## config.mk

```make
export PLATFORM = sky130hd
export DESIGN_NAME = erfs_rx_status
export DESIGN_NICKNAME = d
export VERILOG_FILES = /design/src/verilog/erfs_rx_status.v
export VERILOG_INCLUDE_DIRS = /design/src /design/src/verilog
export SDC_FILE = /design/constraint.sdc
export NUM_CORES = 1
export LEC_CHECK = 0
export ABC_AREA = 0
export BUFFER_PORTS_ARGS = -buffer_cell sky130_fd_sc_hd__buf_2
export CORE_MARGIN = 2
export CORE_UTILIZATION = 60
export DETAILED_ROUTE_END_ITERATION = 6
export GPL_TIMING_DRIVEN = 0
export PLACE_DENSITY = 0.85
export SLEW_MARGIN = 20
export SYNTH_ARGS = -nofsm -noshare
export SYNTH_HDL_FRONTEND = slang
export SYNTH_SLANG_ARGS = --single-unit
```

## constraint.sdc

```tcl
create_clock -name hclk -period 6.15 [get_ports hclk]
set_input_delay 0.9225 -clock hclk [delete_from_list [all_inputs] [get_ports hclk]]
set_output_delay 0.9225 -clock hclk [all_outputs]
set_load 0.02 [all_outputs]
```

## src/verilog/erfs_defs.vh

```
`ifndef ERFS_DEFS_VH
`define ERFS_DEFS_VH

// ****************************************************************
// register byte offsets
// ****************************************************************
`define ERFS_OFF_STATUS 8'h00
`define ERFS_OFF_MASK 8'h04
`define ERFS_OFF_CTRL 8'h08
`define ERFS_OFF_MAXLEN 8'h0C
`define ERFS_OFF_LAST 8'h10

// ****************************************************************
// status bit positions
// ****************************************************************
`define ERFS_B_DESC_ERR 14
`define ERFS_B_PSTOP 13
`define ERFS_B_NOBUF 12
`define ERFS_B_MII_ERR 11
`define ERFS_B_JABBER 10
`define ERFS_B_ALIGN 9
`define ERFS_B_CRC 8
`define ERFS_B_UNDS 7
`define ERFS_B_FRAG 6
`define ERFS_B_LONG 5
`define ERFS_B_UCAST 4
`define ERFS_B_MCAST 3
`define ERFS_B_BCAST 2
`define ERFS_B_OVERF 1
`define ERFS_B_DONE 0

// ****************************************************************
// control fields and reset values
// ****************************************************************
`define ERFS_CTRL_EN 0
`define ERFS_CTRL_RESUME 1
`define ERFS_STATUS_RST 15'h0000
`define ERFS_MASK_RST 15'h0000
`define ERFS_CTRL_RST 1'b0
`define ERFS_MAXLEN_RST 16'h0000

// ****************************************************************
// frame constants
// ****************************************************************
`define ERFS_MIN_FRAME 16'h0040
`define ERFS_MAX_FRAME_DEF 16'h05EE
`define ERFS_DA_LEN 16'h0006
`define ERFS_SFD_NIB 4'hD
`define ERFS_CRC_INIT 32'hFFFFFFFF
`define ERFS_CRC_POLY 32'hEDB88320
`define ERFS_CRC_RESIDUE 32'hDEBB20E3

`endif

```

## src/verilog/erfs_rx_status.v

```verilog
// Summary of operation
// - no room, host owns next: truncate, flag 14
// - reception suspended sets stopped flag 13
// - host-owned next descriptor: suspend, flag 12
// - rx error while data valid sets 11
// - rx error forces crc flag, counts bad
// - over maximum with bad crc sets 10
// - alignment error, bad crc, 64+ sets 9
// - 64 bytes or more, bad crc sets 8
// - under 64 bytes, good crc sets 7
// - under 64 bytes, bad crc sets 6
// - over maximum with good crc sets 5
// - unicast destination sets bit 4
// - multicast destination sets bit 3
// - broadcast destination sets bit 2
// - byte dropped on a full fifo sets 1
// - frame complete sets 0, posts status
//
// Our own choices: the register offsets and the AHB-Lite interface to the registers.
`timescale 1ns/1ps
`default_nettype none
`include "erfs_defs.vh"

module erfs_rx_status #(
  parameter [15:0] MAX_FRAME = `ERFS_MAX_FRAME_DEF
) (
  input wire hclk,
  input wire hresetn,
  input wire hsel,
  input wire [31:0] haddr,
  input wire [1:0] htrans,
  input wire hwrite,
  input wire [2:0] hsize,
  input wire [31:0] hwdata,
  input wire hready,
  output reg [31:0] hrdata,
  output wire hreadyout,
  output wire hresp,
  input wire mii_rx_clk,
  input wire mii_receive_valid_in,
  input wire mii_receive_error_in,
  input wire [3:0] mii_rxd,
  input wire next_desc_mac_owned,
  input wire [15:0] buf_space,
  input wire fifo_full,
  output reg [7:0] rx_byte_data,
  output reg rx_byte_valid,
  output reg [15:0] frame_status,
  output reg frame_status_valid,
  output reg crc_count_inc,
  output reg rx_suspended,
  output wire irq
);

  localparam [1:0] ST_IDLE = 2'b00;
  localparam [1:0] ST_PRE = 2'b01;
  localparam [1:0] ST_DATA = 2'b10;
  localparam [1:0] ST_DROP = 2'b11;

  // ****************************************************************
  // crc over one byte, lsb first
  // ****************************************************************
  function [31:0] erfs_crc_byte;
    input [31:0] c;
    input [7:0] d;
    integer i;
    reg [31:0] r;
    begin
      r = c;
      for (i = 0; i < 8; i = i + 1) begin
        if (r[0] ^ d[i])
          r = (r >> 1) ^ `ERFS_CRC_POLY;
        else
          r = r >> 1;
      end
      erfs_crc_byte = r;
    end
  endfunction

  // ****************************************************************
  // register offset match on the low address byte
  // ****************************************************************
  function erfs_hit;
    input [7:0] a;
    input [7:0] off;
    begin
      erfs_hit = (a == off);
    end
  endfunction

  // ****************************************************************
  // link input synchronisers
  // ****************************************************************
  reg lclk_s1;
  reg lclk_s2;
  reg lclk_s3;
  reg dv_s1;
  reg dv_s2;
  reg er_s1;
  reg er_s2;
  reg [3:0] rxd_s1;
  reg [3:0] rxd_s2;

  always @(posedge hclk or negedge hresetn) begin
    if (!hresetn) begin
      lclk_s1 <= 1'b0;
      lclk_s2 <= 1'b0;
      lclk_s3 <= 1'b0;
      dv_s1 <= 1'b0;
      dv_s2 <= 1'b0;
      er_s1 <= 1'b0;
      er_s2 <= 1'b0;
      rxd_s1 <= 4'h0;
      rxd_s2 <= 4'h0;
    end else begin
      lclk_s1 <= mii_rx_clk;
      lclk_s2 <= lclk_s1;
      lclk_s3 <= lclk_s2;
      dv_s1 <= mii_receive_valid_in;
      dv_s2 <= dv_s1;
      er_s1 <= mii_receive_error_in;
      er_s2 <= er_s1;
      rxd_s1 <= mii_rxd;
      rxd_s2 <= rxd_s1;
    end
  end

  // ****************************************************************
  // link clock edge
  // ****************************************************************
  // data and valid pass the same two stages, so they are settled here
  wire lclk_rise = lclk_s2 & ~lclk_s3;

  // ****************************************************************
  // register bus
  // ****************************************************************
  reg [14:0] status;
  reg [14:0] mask;
  reg rx_enable;
  reg [15:0] cfg_max;
  reg wr_pend;
  reg [7:0] wr_addr;
  wire acc = hsel & htrans[1] & hready;

  // zero wait states: every access completes in its data phase
  assign hreadyout = 1'b1;
  assign hresp = 1'b0;
  assign irq = |(status & mask);

  wire wr_status = wr_pend && erfs_hit(wr_addr, `ERFS_OFF_STATUS);
  wire wr_mask = wr_pend && erfs_hit(wr_addr, `ERFS_OFF_MASK);
  wire wr_ctrl = wr_pend && erfs_hit(wr_addr, `ERFS_OFF_CTRL);
  wire wr_max = wr_pend && erfs_hit(wr_addr, `ERFS_OFF_MAXLEN);

  // ****************************************************************
  // read mux
  // ****************************************************************
  reg [31:0] rd_mux;
  always @* begin
    case (haddr[7:0])
      `ERFS_OFF_STATUS: rd_mux = {17'h00000, status};
      `ERFS_OFF_MASK: rd_mux = {17'h00000, mask};
      `ERFS_OFF_CTRL: rd_mux = {31'h00000000, rx_enable};
      `ERFS_OFF_MAXLEN: rd_mux = {16'h0000, cfg_max};
      `ERFS_OFF_LAST: rd_mux = {16'h0000, frame_status};
      default: rd_mux = 32'h00000000;
    endcase
  end

  // ****************************************************************
  // register writes and read data
  // ****************************************************************
  always @(posedge hclk or negedge hresetn) begin
    if (!hresetn) begin
      wr_pend <= 1'b0;
      wr_addr <= 8'h00;
      hrdata <= 32'h00000000;
      mask <= `ERFS_MASK_RST;
      rx_enable <= `ERFS_CTRL_RST;
      cfg_max <= `ERFS_MAXLEN_RST;
    end else begin
      wr_pend <= acc & hwrite;
      if (acc)
        wr_addr <= haddr[7:0];
      // read data latched at the address phase, stands in the data phase
      if (acc & ~hwrite)
        hrdata <= rd_mux;
      if (wr_mask)
        mask <= hwdata[14:0];
      if (wr_ctrl)
        rx_enable <= hwdata[`ERFS_CTRL_EN];
      if (wr_max)
        cfg_max <= hwdata[15:0];
    end
  end

  // ****************************************************************
  // frame accumulation
  // ****************************************************************
  reg [1:0] state;
  reg [15:0] byte_cnt;
  reg nib_phase;
  reg [3:0] low_nib;
  reg [31:0] crc;
  reg er_seen;
  reg truncated;
  reg overflowed;
  reg da_group;
  reg da_bcast;
  reg frame_end;
  reg suspend_ev;

  // ****************************************************************
  // frame classification
  // ****************************************************************
  wire [15:0] lim = (cfg_max != 16'h0000) ? cfg_max : MAX_FRAME;
  wire bad = (crc != `ERFS_CRC_RESIDUE) | er_seen;
  wire runt = byte_cnt < `ERFS_MIN_FRAME;
  wire over = byte_cnt > lim;
  wire da_ok = byte_cnt >= `ERFS_DA_LEN;

  reg [15:0] fs;
  always @* begin
    fs = 16'h0000;
    fs[`ERFS_B_DESC_ERR] = truncated;
    fs[`ERFS_B_MII_ERR] = er_seen;
    fs[`ERFS_B_JABBER] = over & bad;
    fs[`ERFS_B_ALIGN] = nib_phase & bad & ~runt;
    fs[`ERFS_B_CRC] = (~runt & bad) | er_seen;
    fs[`ERFS_B_UNDS] = runt & ~bad;
    fs[`ERFS_B_FRAG] = runt & bad;
    fs[`ERFS_B_LONG] = over & ~bad;
    fs[`ERFS_B_UCAST] = da_ok & ~da_group;
    fs[`ERFS_B_MCAST] = da_ok & da_group & ~da_bcast;
    fs[`ERFS_B_BCAST] = da_ok & da_bcast;
    fs[`ERFS_B_OVERF] = overflowed;
    fs[`ERFS_B_DONE] = 1'b1;
  end

  // ****************************************************************
  // nibble assembly
  // ****************************************************************
  // high nibble arrives second; the low one was held from the edge before
  wire [7:0] cur_byte = {rxd_s2, low_nib};

  always @(posedge hclk or negedge hresetn) begin
    if (!hresetn) begin
      state <= ST_IDLE;
      byte_cnt <= 16'h0000;
      nib_phase <= 1'b0;
      low_nib <= 4'h0;
      crc <= `ERFS_CRC_INIT;
      er_seen <= 1'b0;
      truncated <= 1'b0;
      overflowed <= 1'b0;
      da_group <= 1'b0;
      da_bcast <= 1'b1;
      frame_end <= 1'b0;
      rx_byte_data <= 8'h00;
      rx_byte_valid <= 1'b0;
    end else begin
      frame_end <= 1'b0;
      rx_byte_valid <= 1'b0;
      if (lclk_rise) begin
        if (dv_s2 & er_s2 & (state != ST_DROP))
          er_seen <= 1'b1;
        case (state)
          ST_IDLE: begin
            byte_cnt <= 16'h0000;
            nib_phase <= 1'b0;
            crc <= `ERFS_CRC_INIT;
            er_seen <= dv_s2 & er_s2 & rx_enable & ~rx_suspended;
            truncated <= 1'b0;
            overflowed <= 1'b0;
            da_group <= 1'b0;
            da_bcast <= 1'b1;
            if (dv_s2) begin
              if (rx_enable & ~rx_suspended)
                state <= ST_PRE;
              else
                state <= ST_DROP;
            end
          end
          ST_PRE: begin
            if (!dv_s2)
              state <= ST_IDLE;
            else if (rxd_s2 == `ERFS_SFD_NIB)
              state <= ST_DATA;
          end
          ST_DATA: begin
            if (!dv_s2) begin
              frame_end <= 1'b1;
              state <= ST_IDLE;
            end else if (!nib_phase) begin
              low_nib <= rxd_s2;
              nib_phase <= 1'b1;
            end else begin
              nib_phase <= 1'b0;
              crc <= erfs_crc_byte(crc, cur_byte);
              if (byte_cnt != 16'hFFFF)
                byte_cnt <= byte_cnt + 16'h0001;
              if (byte_cnt == 16'h0000)
                da_group <= cur_byte[0];
              if ((byte_cnt < `ERFS_DA_LEN) && (cur_byte != 8'hFF))
                da_bcast <= 1'b0;
              // once truncated, the rest of the frame is discarded
              if (truncated |
                  ((byte_cnt >= buf_space) & ~next_desc_mac_owned)) begin
                truncated <= 1'b1;
              end else if (fifo_full) begin
                overflowed <= 1'b1;
              end else begin
                rx_byte_data <= cur_byte;
                rx_byte_valid <= 1'b1;
              end
            end
          end
          ST_DROP: begin
            if (!dv_s2)
              state <= ST_IDLE;
          end
          default: state <= ST_IDLE;
        endcase
      end
    end
  end

  // ****************************************************************
  // completion, suspension and sticky status
  // ****************************************************************
  reg [14:0] ev;
  always @* begin
    ev = 15'h0000;
    if (frame_end)
      ev = fs[14:0];
    if (suspend_ev) begin
      ev[`ERFS_B_NOBUF] = 1'b1;
      ev[`ERFS_B_PSTOP] = 1'b1;
    end
  end

  // ****************************************************************
  // sticky status
  // ****************************************************************
  // write-one clear mask for the sticky bits
  wire [14:0] clr = wr_status ? hwdata[14:0] : 15'h0000;

  always @(posedge hclk or negedge hresetn) begin
    if (!hresetn) begin
      frame_status <= 16'h0000;
      frame_status_valid <= 1'b0;
      crc_count_inc <= 1'b0;
      rx_suspended <= 1'b0;
      suspend_ev <= 1'b0;
      status <= `ERFS_STATUS_RST;
    end else begin
      frame_status_valid <= frame_end;
      crc_count_inc <= frame_end & fs[`ERFS_B_CRC];
      // suspension is decided only once a frame has ended
      suspend_ev <= frame_end & ~next_desc_mac_owned & ~rx_suspended;
      if (frame_end)
        frame_status <= fs;
      if (suspend_ev)
        rx_suspended <= 1'b1;
      else if (wr_ctrl & hwdata[`ERFS_CTRL_RESUME] & next_desc_mac_owned)
        rx_suspended <= 1'b0;
      // set wins over a simultaneous write-one clear
      status <= (status & ~clr) | ev;
    end
  end

endmodule
`default_nettype wire

```

== After elaboration in Yosys (flattened, before gate mapping) ==
Index checks and enable logic that the tools add are counted.
Widths: inputs -> output; s select.

* Register bits: 190
* Bits of input ports: 99
* Output and inout bits: 63
* Word-level logic and storage cells: 240

* Add/subtract/negate cells: 1
* Magnitude comparators: 5
* Equal/unequal tests: 26
* Muxes and demuxes: 87
* Bitwise logic cells: 61
* Reductions and logical operators: 26

{| class="wikitable"
|+ Operators by type and width
! operator !! count
|-
| $mux 32 || 38
|-
| $not 13->14 || 8
|-
| $pmux 16 s5 || 1
|-
| $mux 16 || 4
|-
| $pmux 32 s2 || 1
|-
| $eq 8x4->1 const B || 4
|-
| $ne 32x32->1 const B || 1
|-
| $pmux 16 s2 || 1
|-
| $and 15x15->15 || 2
|-
| $mux 15 || 2
|-
| $mux 1 || 28
|-
| $and 1x1->1 || 27
|-
| $ne 2x2->1 const B || 11
|-
| $reduce_and 5->1 || 4
|-
| $add 16x1->16 const B || 1
|-
| $eq 8x3->1 const B || 2
|-
| $ge 16x16->1 || 1
|-
| $ge 16x3->1 const B || 1
|-
| $gt 16x16->1 || 1
|-
| $logic_not 16->1 || 1
|-
| $logic_not 8->1 || 2
|-
| $lt 16x3->1 const B || 1
|-
| $lt 16x7->1 const B || 1
|-
| $ne 16x16->1 const B || 1
|-
| other kinds (24) || 62
|}

== Logic depth before layout (Yosys ltp) ==
* Depth after elaboration: 47
* Depth in mapped cells: 12
* Depth with buffers taken out: 11

== Worst setup path after synthesis ==
OpenSTA, ideal clock, no wires.

* Path type: input -> register
* Start point: input buf_space[13]
* End point: register rx_byte_data[0]
* Library setup time: 125 ps
* Arrival: 2,704 ps
* Required time: 6,025 ps
* Path slack: 3,321 ps
* Cell stages on the path: 10
* Buffers on the path: 1
* Path through: inv_1 -> ha_1 -> a21o_1 -> a21o_1 -> a21oi_1 -> o211ai_1 -> nand2b_1 -> and4b_1 -> clkbuf_1 -> mux2_2

* Longest elaborated chain between the ends: 5

{| class="wikitable"
|+ RTL lines
! element !! RTL line !! source
|-
| start: declaration || erfs_rx_status.v:44 || <nowiki>input wire [15:0] buf_space,</nowiki>
|-
| $ge 16x16->1 || erfs_rx_status.v:308 || <nowiki>((byte_cnt >= buf_space) & ~next_desc_mac_owned)) begin</nowiki>
|-
| $and 1x1->1 || erfs_rx_status.v:308 ||
|-
| $or 1x1->1 || erfs_rx_status.v:307 || <nowiki>if (truncated |</nowiki>
|-
| $not 1->1 (no line) || - ||
|-
| $reduce_and 6->1 (no line) || - ||
|-
| end signal: assignment || erfs_rx_status.v:313 || <nowiki>rx_byte_data <= cur_byte;</nowiki>
|-
| end: declaration || erfs_rx_status.v:46 || <nowiki>output reg [7:0] rx_byte_data,</nowiki>
|}

No other way between the ends.
A chain may end at the register's enable or synchronous reset.

== Worst setup path in the final report ==
* Start point: register cfg_max[2]
* End point: register status[5]

* Longest elaborated chain between the ends: 6

{| class="wikitable"
|+ RTL lines
! element !! RTL line !! source
|-
| start: declaration || erfs_rx_status.v:140 || <nowiki>reg [15:0] cfg_max;</nowiki>
|-
| start signal: assignment || erfs_rx_status.v:180 || <nowiki>cfg_max <= `ERFS_MAXLEN_RST;</nowiki>
|-
| start signal: assignment || erfs_rx_status.v:193 || <nowiki>cfg_max <= hwdata[15:0];</nowiki>
|-
| $reduce_bool 16->1 || erfs_rx_status.v:216 || <nowiki>wire [15:0] lim = (cfg_max != 16'h0000) ? cfg_max : MAX_FRAME;</nowiki>
|-
| $mux 16 * || erfs_rx_status.v:216 ||
|-
| $gt 16x16->1 * || erfs_rx_status.v:219 || <nowiki>wire over = byte_cnt > lim;</nowiki>
|-
| $and 1x1->1 * || erfs_rx_status.v:232 || <nowiki>fs[`ERFS_B_LONG] = over & ~bad;</nowiki>
|-
| $mux 15 * || erfs_rx_status.v:334 || <nowiki>if (frame_end)</nowiki>
|-
| $or 15x15->15 * || erfs_rx_status.v:368 || <nowiki>status <= (status & ~clr) | ev;</nowiki>
|-
| end signal: assignment || erfs_rx_status.v:355 || <nowiki>status <= `ERFS_STATUS_RST;</nowiki>
|-
| end signal: assignment || erfs_rx_status.v:368 ||
|-
| end: declaration || erfs_rx_status.v:137 || <nowiki>reg [14:0] status;</nowiki>
|}

Every way passes the cells marked *; elsewhere a longest branch is shown, timed or not.

==> results.json <==
{
  "hpwl_mm": 15.2,
  "clkSinkCount": 174,
  "rsz0062_at_grt": "false",
  "antenna_found_initial": 0,
  "grt_pass1_wl_mm": 34.9,
  "synth_edf_count": 0,
  "place_inst": 1119,
  "die_width_um": 126,
  "layout-drive-gt1-share": 0.278,
  "finalWirelength_mm": 21.5,
  "syn_inst": 819,
  "cp_common_cell": "o21ai_0",
  "ir_worst_vdd_mv": 0.469,
  "path_cells": "nor4_1 -> and4_1 -> clkbuf_1 -> nor2_1 -> ha_1 -> nor2b_1 -> o21a_1 -> o21a_1 -> o21ai_0 -> nand3_1 -> o21ai_0 -> o21ai_0",
  "clkLatencyLatePin_ns": 0.44,
  "cp_max_fo": 8,
  "hold_path.class": "register to register",
  "yosys-top-cells-count": "141 x dfrtp_1, 72 x nor2_1, 63 x nand2_1",
  "setup_viol": 0,
  "timing.fmax_ghz": 0.302,
  "cts_buffers": 17,
  "power.density_nw_per_um2": 458,
  "ys_types": 60,
  "root_buffer": "clkbuf_16",
  "maxSlewHeadroom": 0.532,
  "setup_tns_ns": 0,
  "min_period_over_period": 0.538,
  "cp_top_family": "compound AO/OA/AOI/OAI gates",
  "synth_area_leaders": "dfrtp_1 39%, dfstp_2 9.6%, mux2_2 6.9%",
  "async_reset_ff_frac": 1.00,
  "gp_congestion": 0.912,
  "worstSetupStartpointType": "register",
  "core-area_um2": 14600,
  "initial_core_util": 0.617,
  "synth.yosys.seq_area_share": 0.488,
  "drtIter0Drc": 805,
  "slowest_stage": "o21ai_0",
  "synth_area_um2": 9000,
  "worstPathArrival_ns": 3.61,
  "final_hold_viol_count": 0,
  "io_buffers": 96,
  "finalPower_uw": 4780,
  "grt_pass1_vias": 6816,
  "drtAntennaViolNets": 0,
  "yosysWarnings": 0,
  "grt_util_all_layers": 0.278,
  "post_cts_resized": 0,
  "ys.flop_type": "dfrtp_1",
  "leakagePower_uw": 0.00493,
  "clk_pin_slew_ns": 0.07,
  "io_pins": 162,
  "slew_viol_final": 0,
  "layout.nets": 1087,
  "fill_cells": 1023,
  "drc": 0,
  "diodes": 0,
  "firstDrtPassIters": 6,
  "min_period_ns": 3.31,
  "final_cells": 1151,
  "grt_max_degree": 97,
  "chipHeight_um": 126,
  "htree_levels": 4,
  "cpPeakStageDelay_ns": 0.47,
  "status": "complete, no violations",
  "required_ns": 6.45,
  "synth_seq_cells": 174,
  "cts_tree": "done",
  "path_class": "register to register",
  "postCtsSetupBuffers": 0,
  "synth_most_common_cell": "dfrtp_1",
  "cap_violations": 0,
  "vias": 6780,
  "yosys.area.top_type": "dfrtp_1",
  "grt_overflow_total": 0,
  "tightest_slew_ns": 0.703,
  "path_buf_inv": 1,
  "synth_top_area_frac": 0.392,
  "rows": 44,
  "areaGrowthSynthToFinish_pct": 16.0,
  "dieArea_um2": 16000,
  "end_kind": "register",
  "hold_buffers": 0,
  "post_drt_via_cell_ratio": 5.89,
  "avgSynthCellArea_um2": 11.0,
  "wl_per_cell_um": 18.7,
  "clock_path_buffers": 2,
  "skew_ns": 0.00960
}
-- kinds of logic after synthesis --
kind of cell	after synthesis	synth area share
and+or+nand+nor	229	0.125
DFF	174	0.488
AOI/OAI and AO/OA	156	0.117
buffers and inverters	84	0.0480
xor gates and xnor gates	82	0.101
muxes	58	0.0723
adders and majority gates	34	0.0473
other	2	0.000834
-- final cells by class --
class,instances,area [µm²],area share
multi-input cells,580,4240,0.406
clock buffers,17,425,0.0407
well taps,184,230,0.0220
clock inverters,15,198,0.0189
plain buffers,49,300,0.0288
inverters,35,131,0.0126
repair buffers,97,518,0.0496
flip-flops and latches,174,4400,0.421
-- where the power goes --
part	switching, µW	internal, µW
Clock	494	654
Combinational	1060	937
Sequential	230	1410
Total	1780	3000
-- layout by cell type (no fill, tap or decap), types with 9 or more instances in the layout --
master       n
nand2_1     63
dfstp_2     33
conb_1      21
a22o_1       9
nand3_1     16
and3_1      10
nand4_1     13
buf_4       22
inv_1       35
o21ai_1     10
nor4_1       9
a222oi_1    14
o21ai_0     22
clkbuf_16   17
xnor2_1     36
mux2_2      55
a21o_1      13
dfrtp_1    141
clkbuf_1    19
nor2_1      72
xor2_1      31
buf_2      100
a21boi_0    12
a21oi_1     49
ha_1        34
-- stage by stage --
stage,instance area (µm²),hold WS (ns),setup WS [ns],utilization
after floorplan,9070,0.331,3.32,-
after global placement,9780,0.331,1.57,0.670
after detailed placement,9820,0.335,2.85,0.673
after CTS,10400,0.350,2.92,0.716
after global routing,10400,0.360,2.80,0.716
final,10400,0.350,2.84,0.716
-- path summary, 6_finish.rpt --
check / slack (ns) / end / depth (start not counted) / from
hold reg to reg: 0.35 / dv_s2 / 0 / dv_s1
setup / recovery: 2.84 / status[5] / 12 / cfg_max[2]
hold / removal: 0.35 / dv_s2 / 0 / dv_s1
min in group asynchronous: 0.51 / byte_cnt[12] / 1 / hresetn
setup reg to reg: 2.84 / status[5] / 12 / cfg_max[2]
max in group asynchronous: 4.79 / crc[7] / 2 / hresetn
-- registers in the layout, summed over array words and instances, names as in the netlist, 2 cells and up --
signal and count:
hrdata 16, state 2, frame_status 13, cfg_max 16, rxd_s1 4, low_nib 4, wr_addr 8, mask 15
status 15, byte_cnt 16, crc 32, rxd_s2 4, rx_byte_data 8
-- per-layer routing --
metal,vias up,track usage,part of all wire
met5,-,0,0
met4,0,0.103,0.031
met3,69,0.0789,0.073
met2,285,0.454,0.49
met1,3284,0.357,0.41
li1,3142,-,-
Note: power is estimated with default switching activity, not from simulation.
